File: src/logic/dma_irq_pkg.sv
`default_nettype none
package dma_irq_pkg;

    // ****************************************************************
    // Register map, one 16-byte window per channel
    // ****************************************************************
    localparam int          CHANNELS         = 4;
    localparam int          CHAN_WINDOW_BITS = 4;
    localparam logic [3:0]  OFS_MODE_CONTROL = 4'h0;
    localparam logic [3:0]  OFS_ADDR_CONTROL = 4'h4;
    localparam logic [3:0]  OFS_REMAINING    = 4'h8;
    localparam logic [3:0]  OFS_XFER_CONFIG  = 4'hc;

    // Mode and control register fields
    localparam int BIT_XFER_ENABLE     = 0;
    localparam int BIT_XFER_END_IRQ_EN = 1;
    localparam int BIT_EVENT_IRQ_EN    = 2;
    localparam int BIT_SIZE_ERR_IRQ_EN = 3;
    localparam int BIT_XFER_END_FLAG   = 8;
    localparam int BIT_EVENT_FLAG      = 9;
    localparam int BIT_XFER_END_IRQ    = 16;
    localparam int BIT_EVENT_IRQ       = 17;

    // Address control register fields
    localparam int BIT_REPEAT_IRQ_EN   = 0;
    localparam int BIT_SRC_OVF_IRQ_EN  = 1;
    localparam int BIT_DST_OVF_IRQ_EN  = 2;

    // Transfer configuration register fields
    localparam int POS_MODE        = 0;
    localparam int POS_SIZE        = 2;
    localparam int POS_REPEAT_SIZE = 8;
    localparam int POS_BLOCK_SIZE  = 16;

    // Reset values
    localparam logic [31:0] MODE_CONTROL_RESET = 32'h0000_0000;
    localparam logic [31:0] ADDR_CONTROL_RESET = 32'h0000_0000;
    localparam logic [31:0] REMAINING_RESET    = 32'h0000_0000;
    localparam logic [31:0] XFER_CONFIG_RESET  = 32'h0000_0000;

    typedef enum logic [1:0] {
        MODE_NORMAL,
        MODE_REPEAT,
        MODE_BLOCK
    } xfer_mode_e;

    // Bytes moved by one access; the unused code falls back to a byte
    function automatic logic [2:0] access_bytes(input logic [1:0] size);
        unique case (size)
            2'h1:    access_bytes = 3'h2;
            2'h2:    access_bytes = 3'h4;
            default: access_bytes = 3'h1;
        endcase
    endfunction

endpackage
`default_nettype wire

File: src/logic/reg_access_if.sv
`timescale 1ns/10ps
`default_nettype none
interface reg_access_if #(
    parameter int CHW = 2
);
    logic           wr;
    logic [CHW-1:0] chan;
    logic [1:0]     idx;
    logic [31:0]    wdata;
    logic [31:0]    rdata;

    modport bus_side (output wr, output chan, output idx, output wdata,
                      input rdata);
    modport reg_side (input wr, input chan, input idx, input wdata,
                      output rdata);
endinterface
`default_nettype wire

File: src/logic/dma_channel_interrupt_logic.sv
// The APB slave port and the placing of the registers were chosen for this implementation.
`timescale 1ns/10ps
`default_nettype none
module dma_channel_interrupt_logic #(
    parameter int CH      = dma_irq_pkg::CHANNELS,
    parameter int COUNT_W = 24
) (
    input  wire logic          pclk,
    input  wire logic          presetn,
    input  wire logic          psel,
    input  wire logic          penable,
    input  wire logic          pwrite,
    input  wire logic [31:0]   paddr,
    input  wire logic [31:0]   pwdata,
    output logic [31:0]        prdata,
    output logic               pready,
    output logic               pslverr,
    input  wire logic [CH-1:0] xfer_req,
    input  wire logic [CH-1:0] xfer_done,
    input  wire logic [CH-1:0] src_overflow,
    input  wire logic [CH-1:0] dst_overflow,
    output logic [CH-1:0]      channel_xfer_enable,
    output logic [CH-1:0]      xfer_end_irq,
    output logic [CH-1:0]      event_irq
);
    localparam int CHW = (CH > 1) ? $clog2(CH) : 1;

    // ****************************************************************
    // Parameter checks
    // ****************************************************************
    if (CH < 2 || CH > 16) begin : g_bad_channels
        $error("Channel count must lie between 2 and 16");
    end
    if (COUNT_W < 16 || COUNT_W > 32) begin : g_bad_count
        $error("Count width must lie between 16 and 32");
    end

    // ****************************************************************
    // Register state
    // ****************************************************************
    logic [CH-1:0]      xfer_end_irq_enable;
    logic [CH-1:0]      event_irq_enable;
    logic [CH-1:0]      size_error_irq_enable;
    logic [CH-1:0]      xfer_end_flag;
    logic [CH-1:0]      event_flag;
    logic [CH-1:0]      repeat_end_irq_enable;
    logic [CH-1:0]      src_overflow_irq_enable;
    logic [CH-1:0]      dst_overflow_irq_enable;
    logic [COUNT_W-1:0] remaining_count [CH];
    logic [1:0]         mode_field      [CH];
    logic [1:0]         size_field      [CH];
    logic [7:0]         repeat_size     [CH];
    logic [15:0]        block_size      [CH];
    logic [7:0]         repeat_cnt      [CH];

    // Per-channel event outputs
    logic [COUNT_W-1:0] next_count      [CH];
    logic [CH-1:0]      counter_end;
    logic [CH-1:0]      size_error;
    logic [CH-1:0]      repeat_end;
    logic [CH-1:0]      src_event;
    logic [CH-1:0]      dst_event;

    // Derived per-channel terms
    logic [CH-1:0]      wr_mode;
    logic [CH-1:0]      wr_addr;
    logic [CH-1:0]      wr_count;
    logic [CH-1:0]      wr_config;
    logic [CH-1:0]      resume;
    logic [CH-1:0]      end_set;
    logic [CH-1:0]      event_set;
    logic [CH-1:0]      end_clear;
    logic [CH-1:0]      event_clear;
    logic [CH-1:0]      stop;

    reg_access_if #(.CHW(CHW)) ra ();

    // ****************************************************************
    // APB slave port
    // ****************************************************************
    apb_reg_port #(
        .CH  (CH),
        .CHW (CHW)
    ) u_apb (
        .pclk    (pclk),
        .presetn (presetn),
        .psel    (psel),
        .penable (penable),
        .pwrite  (pwrite),
        .paddr   (paddr),
        .pwdata  (pwdata),
        .prdata  (prdata),
        .pready  (pready),
        .pslverr (pslverr),
        .ra      (ra.bus_side)
    );

    // Register select; the write strobe is ANDed at each use
    function automatic logic reg_hit(input logic [CHW-1:0] ch,
                                     input logic [1:0] ix, input int c,
                                     input logic [3:0] ofs);
        reg_hit = (32'(ch) == c) && (ix == ofs[3:2]);
    endfunction

    // ****************************************************************
    // Event detection, one instance per channel
    // ****************************************************************
    for (genvar c = 0; c < CH; c++) begin : g_chan
        dma_event_detect #(
            .COUNT_W (COUNT_W)
        ) u_detect (
            .mode         (mode_field[c]),
            .size         (size_field[c]),
            .block_size   (block_size[c]),
            .repeat_size  (repeat_size[c]),
            .repeat_cnt   (repeat_cnt[c]),
            .count        (remaining_count[c]),
            .enabled      (channel_xfer_enable[c]),
            .xfer_req     (xfer_req[c]),
            .xfer_done    (xfer_done[c]),
            .src_overflow (src_overflow[c]),
            .dst_overflow (dst_overflow[c]),
            .next_count   (next_count[c]),
            .counter_end  (counter_end[c]),
            .size_error   (size_error[c]),
            .repeat_end   (repeat_end[c]),
            .src_event    (src_event[c]),
            .dst_event    (dst_event[c])
        );

        assign wr_mode[c]   = ra.wr &&
            reg_hit(ra.chan, ra.idx, c, dma_irq_pkg::OFS_MODE_CONTROL);
        assign wr_addr[c]   = ra.wr &&
            reg_hit(ra.chan, ra.idx, c, dma_irq_pkg::OFS_ADDR_CONTROL);
        assign wr_count[c]  = ra.wr &&
            reg_hit(ra.chan, ra.idx, c, dma_irq_pkg::OFS_REMAINING);
        assign wr_config[c] = ra.wr &&
            reg_hit(ra.chan, ra.idx, c, dma_irq_pkg::OFS_XFER_CONFIG);

        // Enable written from 0 to 1 restarts the channel
        assign resume[c] = wr_mode[c] && !channel_xfer_enable[c] &&
                           ra.wdata[dma_irq_pkg::BIT_XFER_ENABLE];

        assign end_set[c] = counter_end[c] &&
                            xfer_end_irq_enable[c];
        assign event_set[c] =
            (size_error[c] && size_error_irq_enable[c]) ||
            (repeat_end[c] && repeat_end_irq_enable[c]) ||
            (src_event[c]  && src_overflow_irq_enable[c]) ||
            (dst_event[c]  && dst_overflow_irq_enable[c]);

        // Clear by writing zero to the flag, or by resuming
        assign end_clear[c] = resume[c] || (wr_mode[c] &&
            !ra.wdata[dma_irq_pkg::BIT_XFER_END_FLAG]);
        assign event_clear[c] = resume[c] || (wr_mode[c] &&
            !ra.wdata[dma_irq_pkg::BIT_EVENT_FLAG]);

        // A size error always halts, since the next access is impossible
        assign stop[c] = counter_end[c] || size_error[c] || event_set[c];
    end

    // ****************************************************************
    // Channel transfer enable
    // ****************************************************************
    always_ff @(posedge pclk or negedge presetn) begin
        if (!presetn) begin
            channel_xfer_enable <= '0;
        end else begin
            for (int c = 0; c < CH; c++) begin
                if (stop[c]) begin
                    channel_xfer_enable[c] <= 1'b0;
                end else if (wr_mode[c]) begin
                    channel_xfer_enable[c] <=
                        ra.wdata[dma_irq_pkg::BIT_XFER_ENABLE];
                end
            end
        end
    end

    // ****************************************************************
    // Interrupt enables
    // ****************************************************************
    always_ff @(posedge pclk or negedge presetn) begin
        if (!presetn) begin
            xfer_end_irq_enable     <= '0;
            event_irq_enable        <= '0;
            size_error_irq_enable   <= '0;
            repeat_end_irq_enable   <= '0;
            src_overflow_irq_enable <= '0;
            dst_overflow_irq_enable <= '0;
        end else begin
            for (int c = 0; c < CH; c++) begin
                if (wr_mode[c]) begin
                    xfer_end_irq_enable[c] <=
                        ra.wdata[dma_irq_pkg::BIT_XFER_END_IRQ_EN];
                    event_irq_enable[c] <=
                        ra.wdata[dma_irq_pkg::BIT_EVENT_IRQ_EN];
                    size_error_irq_enable[c] <=
                        ra.wdata[dma_irq_pkg::BIT_SIZE_ERR_IRQ_EN];
                end
                if (wr_addr[c]) begin
                    repeat_end_irq_enable[c] <=
                        ra.wdata[dma_irq_pkg::BIT_REPEAT_IRQ_EN];
                    src_overflow_irq_enable[c] <=
                        ra.wdata[dma_irq_pkg::BIT_SRC_OVF_IRQ_EN];
                    dst_overflow_irq_enable[c] <=
                        ra.wdata[dma_irq_pkg::BIT_DST_OVF_IRQ_EN];
                end
            end
        end
    end

    // ****************************************************************
    // Interrupt flags
    // ****************************************************************
    // A hardware set beats a software clear in the same cycle
    always_ff @(posedge pclk or negedge presetn) begin
        if (!presetn) begin
            xfer_end_flag <= '0;
            event_flag    <= '0;
        end else begin
            xfer_end_flag <= end_set | (xfer_end_flag & ~end_clear);
            event_flag    <= event_set | (event_flag & ~event_clear);
        end
    end

    // ****************************************************************
    // Transfer count and repeat counter
    // ****************************************************************
    // Software writes win; settings must not change mid-transfer anyway
    always_ff @(posedge pclk or negedge presetn) begin
        if (!presetn) begin
            for (int c = 0; c < CH; c++) begin
                remaining_count[c] <=
                    dma_irq_pkg::REMAINING_RESET[COUNT_W-1:0];
            end
        end else begin
            for (int c = 0; c < CH; c++) begin
                if (wr_count[c]) begin
                    remaining_count[c] <= ra.wdata[COUNT_W-1:0];
                end else if (xfer_done[c] && channel_xfer_enable[c]) begin
                    remaining_count[c] <= next_count[c];
                end
            end
        end
    end

    always_ff @(posedge pclk or negedge presetn) begin
        if (!presetn) begin
            for (int c = 0; c < CH; c++) begin
                repeat_cnt[c] <= 8'h00;
            end
        end else begin
            for (int c = 0; c < CH; c++) begin
                if (wr_config[c] || repeat_end[c]) begin
                    repeat_cnt[c] <= 8'h00;
                end else if (xfer_done[c] && channel_xfer_enable[c] &&
                             mode_field[c] ==
                             2'(dma_irq_pkg::MODE_REPEAT) &&
                             repeat_cnt[c] != repeat_size[c]) begin
                    repeat_cnt[c] <= repeat_cnt[c] + 8'h01;
                end
            end
        end
    end

    // ****************************************************************
    // Transfer configuration
    // ****************************************************************
    always_ff @(posedge pclk or negedge presetn) begin
        if (!presetn) begin
            for (int c = 0; c < CH; c++) begin
                mode_field[c]  <= dma_irq_pkg::XFER_CONFIG_RESET[
                    dma_irq_pkg::POS_MODE +: 2];
                size_field[c]  <= dma_irq_pkg::XFER_CONFIG_RESET[
                    dma_irq_pkg::POS_SIZE +: 2];
                repeat_size[c] <= dma_irq_pkg::XFER_CONFIG_RESET[
                    dma_irq_pkg::POS_REPEAT_SIZE +: 8];
                block_size[c]  <= dma_irq_pkg::XFER_CONFIG_RESET[
                    dma_irq_pkg::POS_BLOCK_SIZE +: 16];
            end
        end else begin
            for (int c = 0; c < CH; c++) begin
                if (wr_config[c]) begin
                    mode_field[c]  <= ra.wdata[dma_irq_pkg::POS_MODE +: 2];
                    size_field[c]  <= ra.wdata[dma_irq_pkg::POS_SIZE +: 2];
                    repeat_size[c] <=
                        ra.wdata[dma_irq_pkg::POS_REPEAT_SIZE +: 8];
                    block_size[c]  <=
                        ra.wdata[dma_irq_pkg::POS_BLOCK_SIZE +: 16];
                end
            end
        end
    end

    // ****************************************************************
    // Interrupt requests
    // ****************************************************************
    // Plain levels per channel; the interrupt controller picks among them
    assign xfer_end_irq = xfer_end_flag & xfer_end_irq_enable;
    assign event_irq    = event_flag & event_irq_enable;

    // ****************************************************************
    // Read mux
    // ****************************************************************
    always_comb begin
        int c;
        c = 32'(ra.chan);
        ra.rdata = 32'h0000_0000;
        if (c < CH) begin
            unique case (ra.idx)
                dma_irq_pkg::OFS_MODE_CONTROL[3:2]: begin
                    ra.rdata[dma_irq_pkg::BIT_XFER_ENABLE] =
                        channel_xfer_enable[c];
                    ra.rdata[dma_irq_pkg::BIT_XFER_END_IRQ_EN] =
                        xfer_end_irq_enable[c];
                    ra.rdata[dma_irq_pkg::BIT_EVENT_IRQ_EN] =
                        event_irq_enable[c];
                    ra.rdata[dma_irq_pkg::BIT_SIZE_ERR_IRQ_EN] =
                        size_error_irq_enable[c];
                    ra.rdata[dma_irq_pkg::BIT_XFER_END_FLAG] =
                        xfer_end_flag[c];
                    ra.rdata[dma_irq_pkg::BIT_EVENT_FLAG] = event_flag[c];
                    ra.rdata[dma_irq_pkg::BIT_XFER_END_IRQ] =
                        xfer_end_irq[c];
                    ra.rdata[dma_irq_pkg::BIT_EVENT_IRQ] = event_irq[c];
                end
                dma_irq_pkg::OFS_ADDR_CONTROL[3:2]: begin
                    ra.rdata[dma_irq_pkg::BIT_REPEAT_IRQ_EN] =
                        repeat_end_irq_enable[c];
                    ra.rdata[dma_irq_pkg::BIT_SRC_OVF_IRQ_EN] =
                        src_overflow_irq_enable[c];
                    ra.rdata[dma_irq_pkg::BIT_DST_OVF_IRQ_EN] =
                        dst_overflow_irq_enable[c];
                end
                dma_irq_pkg::OFS_REMAINING[3:2]: begin
                    ra.rdata[COUNT_W-1:0] = remaining_count[c];
                end
                dma_irq_pkg::OFS_XFER_CONFIG[3:2]: begin
                    ra.rdata[dma_irq_pkg::POS_MODE +: 2] = mode_field[c];
                    ra.rdata[dma_irq_pkg::POS_SIZE +: 2] = size_field[c];
                    ra.rdata[dma_irq_pkg::POS_REPEAT_SIZE +: 8] =
                        repeat_size[c];
                    ra.rdata[dma_irq_pkg::POS_BLOCK_SIZE +: 16] =
                        block_size[c];
                end
            endcase
        end
    end
endmodule
`default_nettype wire

File: src/logic/apb_reg_port.sv
`timescale 1ns/10ps
`default_nettype none
module apb_reg_port #(
    parameter int CH  = 4,
    parameter int CHW = 2
) (
    input  wire logic        pclk,
    input  wire logic        presetn,
    input  wire logic        psel,
    input  wire logic        penable,
    input  wire logic        pwrite,
    input  wire logic [31:0] paddr,
    input  wire logic [31:0] pwdata,
    output var  logic [31:0] prdata,
    output var  logic        pready,
    output var  logic        pslverr,
    reg_access_if.bus_side   ra
);
    localparam int LOW = dma_irq_pkg::CHAN_WINDOW_BITS;

    logic hit;

    // Unmapped: upper bits set, channel out of range or misaligned
    assign hit = (paddr[31:LOW+CHW] == '0) &&
                 (32'(paddr[LOW+CHW-1:LOW]) < CH) &&
                 (paddr[1:0] == 2'h0);

    assign ra.chan  = paddr[LOW+CHW-1:LOW];
    assign ra.idx   = paddr[3:2];
    assign ra.wdata = pwdata;
    assign ra.wr    = psel && penable && pwrite && hit;

    // Zero wait states: every access phase completes at once
    assign pready  = 1'b1;
    assign pslverr = psel && penable && !hit;

    // Read data is captured in the setup cycle so it is a flop output
    always_ff @(posedge pclk or negedge presetn) begin
        if (!presetn) begin
            prdata <= 32'h0000_0000;
        end else if (psel && !penable && !pwrite) begin
            prdata <= hit ? ra.rdata : 32'h0000_0000;
        end
    end
endmodule
`default_nettype wire

File: src/logic/dma_event_detect.sv
`timescale 1ns/10ps
`default_nettype none
module dma_event_detect #(
    parameter int COUNT_W = 24
) (
    input  wire logic [1:0]         mode,
    input  wire logic [1:0]         size,
    input  wire logic [15:0]        block_size,
    input  wire logic [7:0]         repeat_size,
    input  wire logic [7:0]         repeat_cnt,
    input  wire logic [COUNT_W-1:0] count,
    input  wire logic               enabled,
    input  wire logic               xfer_req,
    input  wire logic               xfer_done,
    input  wire logic               src_overflow,
    input  wire logic               dst_overflow,
    output logic [COUNT_W-1:0]      next_count,
    output logic                    counter_end,
    output logic                    size_error,
    output logic                    repeat_end,
    output logic                    src_event,
    output logic                    dst_event
);
    logic [COUNT_W-1:0] unit;
    logic               is_block;
    logic               is_repeat;

    assign is_block  = mode == 2'(dma_irq_pkg::MODE_BLOCK);
    assign is_repeat = mode == 2'(dma_irq_pkg::MODE_REPEAT);

    // Block mode moves a whole block per request
    assign unit = is_block ? COUNT_W'(block_size) :
                  COUNT_W'(dma_irq_pkg::access_bytes(size));

    assign next_count  = (count >= unit) ? count - unit : count;
    assign counter_end = enabled && xfer_done && (next_count == '0);

    // A request that cannot be served by what is left over
    assign size_error = enabled && xfer_req && (count < unit);

    // Fires only when a repeat area is set up (repeat size not zero)
    assign repeat_end = enabled && xfer_req && is_repeat &&
                        (repeat_size != 8'h00) &&
                        (repeat_cnt == repeat_size);

    assign src_event = enabled && xfer_done && src_overflow;
    assign dst_event = enabled && xfer_done && dst_overflow;
endmodule
`default_nettype wire

File: config.mk
export PLATFORM = sky130hd
export DESIGN_NAME = dma_channel_interrupt_logic
export DESIGN_NICKNAME = d
export VERILOG_FILES = /design/src/logic/dma_irq_pkg.sv /design/src/logic/reg_access_if.sv /design/src/logic/dma_channel_interrupt_logic.sv /design/src/logic/apb_reg_port.sv /design/src/logic/dma_event_detect.sv
export SDC_FILE = /design/constraint.sdc
export NUM_CORES = 1
export LEC_CHECK = 0
export CORE_MARGIN = 4
export CORE_UTILIZATION = 70
export DETAILED_ROUTE_END_ITERATION = 7
export DONT_BUFFER_PORTS = 1
export GPL_TIMING_DRIVEN = 1
export PLACE_DENSITY = 0.86
export SLEW_MARGIN = 15
export SYNTH_ARGS = -nofsm -noshare
export SYNTH_HDL_FRONTEND = slang
export SYNTH_HIERARCHICAL = 1
export SYNTH_SLANG_ARGS = --single-unit
File: constraint.sdc
create_clock -name pclk -period 5.63 [get_ports pclk]
set_input_delay 0.2815 -clock pclk [delete_from_list [all_inputs] [get_ports pclk]]
set_output_delay 0.2815 -clock pclk [all_outputs]
set_load 0.02 [all_outputs]
==> results of run 1 <==
[state kept, by name, summed over array words and instances (netlist names)]
signal / count
remaining_count: 96
block_size: 64
repeat_cnt: 32
repeat_size: 32
u_apb/prdata: 32
mode_field: 8
size_field: 8
channel_xfer_enable: 4
dst_overflow_irq_enable: 4
event_flag: 4
event_irq_enable: 4
repeat_end_irq_enable: 4
size_error_irq_enable: 4
src_overflow_irq_enable: 4
xfer_end_flag: 4
xfer_end_irq_enable: 4
[logic make-up after synthesis]
| family | share of synthesized area, % |
|---|---|
| AOI/OAI and AO/OA | 13.5 |
| buffers and inverters | 4.37 |
| muxes | 20.9 |
| DFF | 33.5 |
| and+or+nand+nor | 18.1 |
| xor gates and xnor gates | 5.17 |
| adders and majority gates | 4.48 |
| other | 0.0163 |
[power by group through the flow]
| stage | Clock (mW) | Combinational (mW) | Sequential, mW |
|---|---|---|---|
| 2_1_floorplan | 0 | 0.108 | 2.25 |
| 3_3_place_gp | 0 | 0.0454 | 2.25 |
| 3_5_place_dp | 0 | 0.0460 | 2.25 |
| 4_1_cts | 2.34 | 0.117 | 2.21 |
| 5_1_grt | 2.44 | 0.123 | 2.21 |
| 6_report | 2.36 | 0.126 | 2.21 |
[critical path, stage by stage (launching register included)]
cell       delay [ns]
dfrtp_1          0.42
nor2b_1          0.44
buf_4            0.32
mux2i_1          0.16
fa_1             0.44
a21o_1           0.23
a221oi_2         0.42
a211o_1          0.24
and3_1           0.61
o31ai_1          0.22
a2111oi_0        0.72
and4_1           0.41
a22o_1           0.18
[cell usage in the layout (no fill, tap or decap), types with 8 or more instances in the layout]
cell | synthesis | layout
inv_1 | 36 | 36
diode_2 | 0 | 15
and3_1 | 40 | 40
clkbuf_16 | 0 | 37
nand4_1 | 23 | 23
ha_1 | 76 | 76
o211ai_1 | 18 | 18
buf_4 | 40 | 14
o31ai_2 | 30 | 30
and2_1 | 29 | 29
or2_2 | 13 | 13
xnor2_1 | 78 | 78
dfrtp_1 | 308 | 308
nand3_1 | 47 | 45
or4_1 | 10 | 10
dlygate4sd3_1 | 0 | 35
o21a_1 | 8 | 8
nor3b_1 | 10 | 10
or3_1 | 10 | 10
o21ai_0 | 52 | 52
mux2_2 | 174 | 174
nand4b_1 | 41 | 41
xor2_1 | 58 | 58
nor2b_1 | 29 | 28
nor3_1 | 32 | 32
a2111oi_0 | 8 | 8
mux2i_1 | 134 | 134
nor4_1 | 27 | 27
o31ai_1 | 20 | 20
a211oi_1 | 14 | 14
nand2_1 | 242 | 241
a21oi_1 | 146 | 146
nor4_2 | 10 | 10
nand2b_1 | 20 | 20
mux4_2 | 66 | 66
and4_1 | 9 | 9
nor2_1 | 128 | 126
a21o_1 | 32 | 32
[routing by layer]
layer,wire [um],share of wire [%],vias to the layer above,GRT usage (%)
met4,6220,7.5,4,24.7
met3,12000,14,403,15.5
met5,21,0.025,-,0
met1,29800,36,9806,60.7
li1,-,-,8348,-
met2,35100,42,1505,67.0
[cell type report]
class                      instances  area, sq um  area share [%]
sequential                       308         7710            31.6
clock inverter                    10          120           0.493
tap                              442          553            2.27
inverter                          36          135           0.554
multi-input combinational       1786        14300            58.8
timing repair buffer              49          455            1.87
clock buffer                      48         1030            4.21
antenna                           15         37.5           0.154
[how the worst max path moves through the flow]
stage	endpoint	slack, ns	cells past startpoint
global route	channel_xfer_enable[0]	0.53	13
floorplan	xfer_end_flag[3]	1.82	15
finish	xfer_end_flag[0]	0.74	12
detailed placement	xfer_end_flag[0]	0.93	13
global placement	channel_xfer_enable[0]	1.05	13
CTS	channel_xfer_enable[0]	0.89	13
[stage by stage]
step	power, mW	setup WS, ns	utilization, %	hold slack, ns	std cells
after detailed placement	2.30	0.928	70.2	-0.00629	2586
final	4.70	0.745	74.9	-0.562	2694
after global placement	2.30	1.05	70.2	-0.00747	2586
after global routing	4.78	0.526	74.9	-0.563	2682
after CTS	4.67	0.893	74.8	-0.565	2679
after floorplan	2.36	1.82	-	-0.0141	2288
==> impl_metrics.env, run 1 <==
export IMPL_row_count=66
export IMPL_worst_pin_slew_ns=1.17
export IMPL_slew_viol_final=0
export IMPL_rsz0062_at_grt="false"
export IMPL_rr_worst_depth=12
export IMPL_numPortBuffers=0
export IMPL_p_seq_share_pct=47.1
export IMPL_p_leak_nw=11.8
export IMPL_place_congestion=1.03
export IMPL_finalSetupTns_ns=0
export IMPL_synth_edff_count=0
export IMPL_clockBufferDepth=3
export IMPL_wl_um=83200
export IMPL_reg2reg_from="mode_field[7]"
export IMPL_yosysWarnings=6
export IMPL_cts_buffers=35
export IMPL_core_area_sq_um=32500
export IMPL_wire_per_inst_um=30.9
export IMPL_skew_ns=0.0183
export IMPL_overflow=0
export IMPL_hp_class="in -> async"
export IMPL_final_area_sq_um=24400
export IMPL_path_max_fanout=20
export IMPL_violations="hold timing"
export IMPL_dp_hpwl_um=58400
export IMPL_clk_latency_ns=0.55
export IMPL_netlist_instances=2288
export IMPL_ys_types=90
export IMPL_async_flop_share_pct=100
export IMPL_initial_core_util_pct=70.8
export IMPL_n_fill_cell=2293
export IMPL_synth_seq_cells=308
export IMPL_pwr_density_cell_nw_per_um2=193
export IMPL_r2r_end="xfer_end_flag[0]"
export IMPL_ioPinCount=131
export IMPL_setup_violations=0
export IMPL_hold_buffers=35
export IMPL_clock_sinks=308
export IMPL_finalHoldViolCount=308
export IMPL_htreeDepth=2
export IMPL_drv_cap=0
export IMPL_timing_hold_ws_ns=-0.562
export IMPL_via_per_inst=7.45
export IMPL_antenna_found_initial=11
export IMPL_fmax_ghz=0.205
export IMPL_crit_type="reg -> reg"
export IMPL_synth_most_common_cell="dfrtp_1"
export IMPL_synth_fp_nets=2453
export IMPL_fin_nets=2381
export IMPL_die_w_um=189
export IMPL_power_switching_mw=1.07
export IMPL_vias=20100
export IMPL_cts_setup_buffers=0
export IMPL_netlist_top_cells_area="dfrtp_1 33%, mux2_2 8.5%, mux4_2 6.5%, mux2i_1 5.8%, ha_1 4.1%"
export IMPL_startpoint_type="flip-flop"
export IMPL_endpoint_kind="flip-flop"
export IMPL_die_area_sq_um=35900
export IMPL_ys_seq_area_share_pct=33.5
export IMPL_die_y_um=189
export IMPL_switching_share_pct=22.7
export IMPL_clkTransAtPathRegs_ns=0.06
export IMPL_detail_route_antenna_nets=0
export IMPL_drt_first_pass_iters=6
export IMPL_placed_cell_area_sq_um=22800
export IMPL_period_needed_ns=4.89
export IMPL_crit_required_ns=6.11
export IMPL_power_frac_comb_pct=2.7
export IMPL_cp_startpoint="mode_field[7]"
export IMPL_ys_flop_type="dfrtp_1"
export IMPL_finalCritPeriodShare_pct=86.8
export IMPL_grt_usage_pct=45.8
export IMPL_yosysTopAreaCellShare_pct=33.5
export IMPL_drt_initial_drc_count=3170
export IMPL_cts_tree="yes"
export IMPL_grt_pass1_wl_um=124000
export IMPL_r2r_slack_ns=0.74
export IMPL_syn_avg_cell_area_sq_um=10.1
export IMPL_grt_max_degree=309
export IMPL_cts_resized=0
export IMPL_worstPathArrival_ns=5.36
export IMPL_p_int_mw=3.63
export IMPL_ir_worst_vdd_mv=0.197
export IMPL_status="complete, but fails checks"
export IMPL_drive_gt1_share_pct=18.5
export IMPL_max_slew_margin_pct=21.4
export IMPL_grt_pass1_vias=19200
export IMPL_synth_area_sq_um=23000
export IMPL_synth_top_cell_by_area="dfrtp_1"
export IMPL_power_frac_clock_pct=50.2
export IMPL_synth_common_cells="308 x dfrtp_1, 242 x nand2_1, 174 x mux2_2"
export IMPL_cts_root_buf="clkbuf_16"
export IMPL_areaGrowthSynthToFinish_pct=5.87
export IMPL_drc=0
No activity file was read; power rests on OpenSTA's default activity.
==> run 2: changes to the inputs <==
Settings changed: CORE_UTILIZATION 70 to 25, PLACE_DENSITY 0.86 to 0.38.
==> impl_metrics.env, run 2 (synthesis results as in run 1) <==
export IMPL_status="complete, but fails checks"
export IMPL_violations="hold timing"
export IMPL_drt_initial_drc_count=1668
export IMPL_finalSetupTns_ns=0
export IMPL_endpoint_kind="flip-flop"
export IMPL_finalHoldViolCount=308
export IMPL_skew_ns=0.0432
export IMPL_path_max_fanout=16
export IMPL_grt_usage_pct=20.3
export IMPL_clk_latency_ns=0.61
export IMPL_final_cell_mix="308 x dfrtp_1, 241 x nand2_1, 174 x mux2_2, 146 x a21oi_1, 134 x mux2i_1"
export IMPL_cts_root_buf="clkbuf_16"
export IMPL_max_slew_margin_pct=8.01
export IMPL_drv_cap=0
export IMPL_grt_pass1_vias=18800
export IMPL_dp_hpwl_um=74500
export IMPL_clkTransAtPathRegs_ns=0.06
export IMPL_cts_resized=0
export IMPL_clockBufferDepth=3
export IMPL_cp_startpoint="mode_field[1]"
export IMPL_startpoint_type="flip-flop"
export IMPL_pwr_density_cell_nw_per_um2=199
export IMPL_die_area_sq_um=97000
export IMPL_antenna_found_initial=27
export IMPL_final_common_cell="dfrtp_1"
export IMPL_clock_sinks=308
export IMPL_fmax_ghz=0.195
export IMPL_ir_worst_vdd_mv=0.251
export IMPL_cts_setup_buffers=0
export IMPL_setup_violations=0
export IMPL_detail_route_antenna_nets=0
export IMPL_regMostFlops="remaining_count"
export IMPL_hold_buffers=37
export IMPL_largest_reg_flops=96
export IMPL_numPortBuffers=0
export IMPL_htreeDepth=2
export IMPL_die_w_um=312
export IMPL_reg2reg_from="mode_field[1]"
export IMPL_period_needed_ns=5.14
export IMPL_overflow=0
export IMPL_crit_required_ns=6.09
export IMPL_hp_class="in -> async"
export IMPL_rsz0062_at_grt="false"
export IMPL_worstPathArrival_ns=5.60
export IMPL_grt_max_degree=309
export IMPL_timing_hold_ws_ns=-0.586
export IMPL_p_leak_nw=11.9
export IMPL_drive_gt1_share_pct=19.4
export IMPL_ioPinCount=131
export IMPL_rr_worst_depth=15
export IMPL_cts_tree="yes"
export IMPL_drt_first_pass_iters=5
export IMPL_drc=0
export IMPL_slew_viol_final=0
export IMPL_place_congestion=0.902
export IMPL_crit_type="reg -> reg"
export IMPL_top_regs="remaining_count (96), block_size (64)"
export IMPL_finalCritPeriodShare_pct=91.2
export IMPL_grt_pass1_wl_um=144000
export IMPL_via_per_inst=5.47
export IMPL_initial_core_util_pct=25.2
export IMPL_crit_end="channel_xfer_enable[3]"
export IMPL_cts_buffers=42
export IMPL_r2r_slack_ns=0.49
export IMPL_fin_nets=2402
export IMPL_placed_cell_area_sq_um=23900
export IMPL_areaGrowthSynthToFinish_pct=11.3
export IMPL_row_count=111
export IMPL_core_area_sq_um=91500
export IMPL_die_y_um=312
export IMPL_n_fill_cell=9573
export IMPL_vias=18900
export IMPL_worst_pin_slew_ns=1.38
export IMPL_wl_um=101000
export IMPL_wire_per_inst_um=29.2
export IMPL_r2r_end="channel_xfer_enable[3]"
export IMPL_final_area_sq_um=25600
[run 2: changes by cell type in the layout (fill, tap and decap cells not counted), moves of 3 or more]
cell	change
buf_4	+12
diode_2	-12
clkbuf_16	+5
clkinvlp_4	+3
[run 2: worst min path at each step]
stage / to / slack, ns / cells past startpoint
6_report: u_apb/prdata[12] / -0.59 / 0
5_1_grt: u_apb/prdata[17] / -0.62 / 0
4_1_cts: repeat_cnt[19] / -0.65 / 0
3_3_place_gp: u_apb/prdata[10] / -0.002 / 0
2_1_floorplan: block_size[0] / -0.01 / 0
3_5_place_dp: u_apb/prdata[10] / -0.003 / 0
[run 2: where the power goes]
part	internal, mW	switching, mW
combinational	0.0494	0.0934
clock	1.57	1.17
sequential	2.21	0.0000000101
[run 2: worst max-delay path: stages, from the launching register on]
cell	delay, ns
dfrtp_1	0.45
nor2b_1	0.16
buf_4	0.26
mux2_2	0.22
ha_1	0.17
inv_1	0.06
fa_1	0.42
a21o_1	0.23
a21oi_1	0.28
xnor2_1	0.15
nor4b_1	0.65
o21a_1	0.25
or4b_1	0.44
a2111oi_0	0.72
and4_1	0.41
nor4_1	0.09
[run 2: layout make-up]
type	count	area [sq um]	share of cell area, %
antenna	3	7.51	0.0293
clock buffer	56	1170	4.58
clock inverter	14	195	0.762
inverter	36	135	0.527
multi-input combinational	1786	14400	56.0
sequential	308	7710	30.1
tap	1186	1480	5.79
timing repair buffer	63	571	2.23
[run 2: stage by stage]
stage / hold WS (ns) / utilization [%] / total power, mW / setup slack, ns / cells
after global routing: -0.618 / 28.0 / 5.26 / 0.316 / 3449
after detailed placement: -0.00343 / 26.1 / 2.31 / 0.657 / 3342
after CTS: -0.646 / 28.0 / 5.18 / 0.639 / 3449
after floorplan: -0.0141 / - / 2.36 / 1.82 / 2288
final: -0.586 / 28.0 / 5.09 / 0.494 / 3452
after global placement: -0.00195 / 26.1 / 2.31 / 0.671 / 3342
[run 2: layer usage]
metal  up-vias  global-route usage, %  routed length, um
met5         -                      0                 59
li1       8379                      -                  -
met4         8                   4.24               2210
met2       570                   31.9              45200
met1      9810                   29.1              47200
met3       118                   3.54               6140
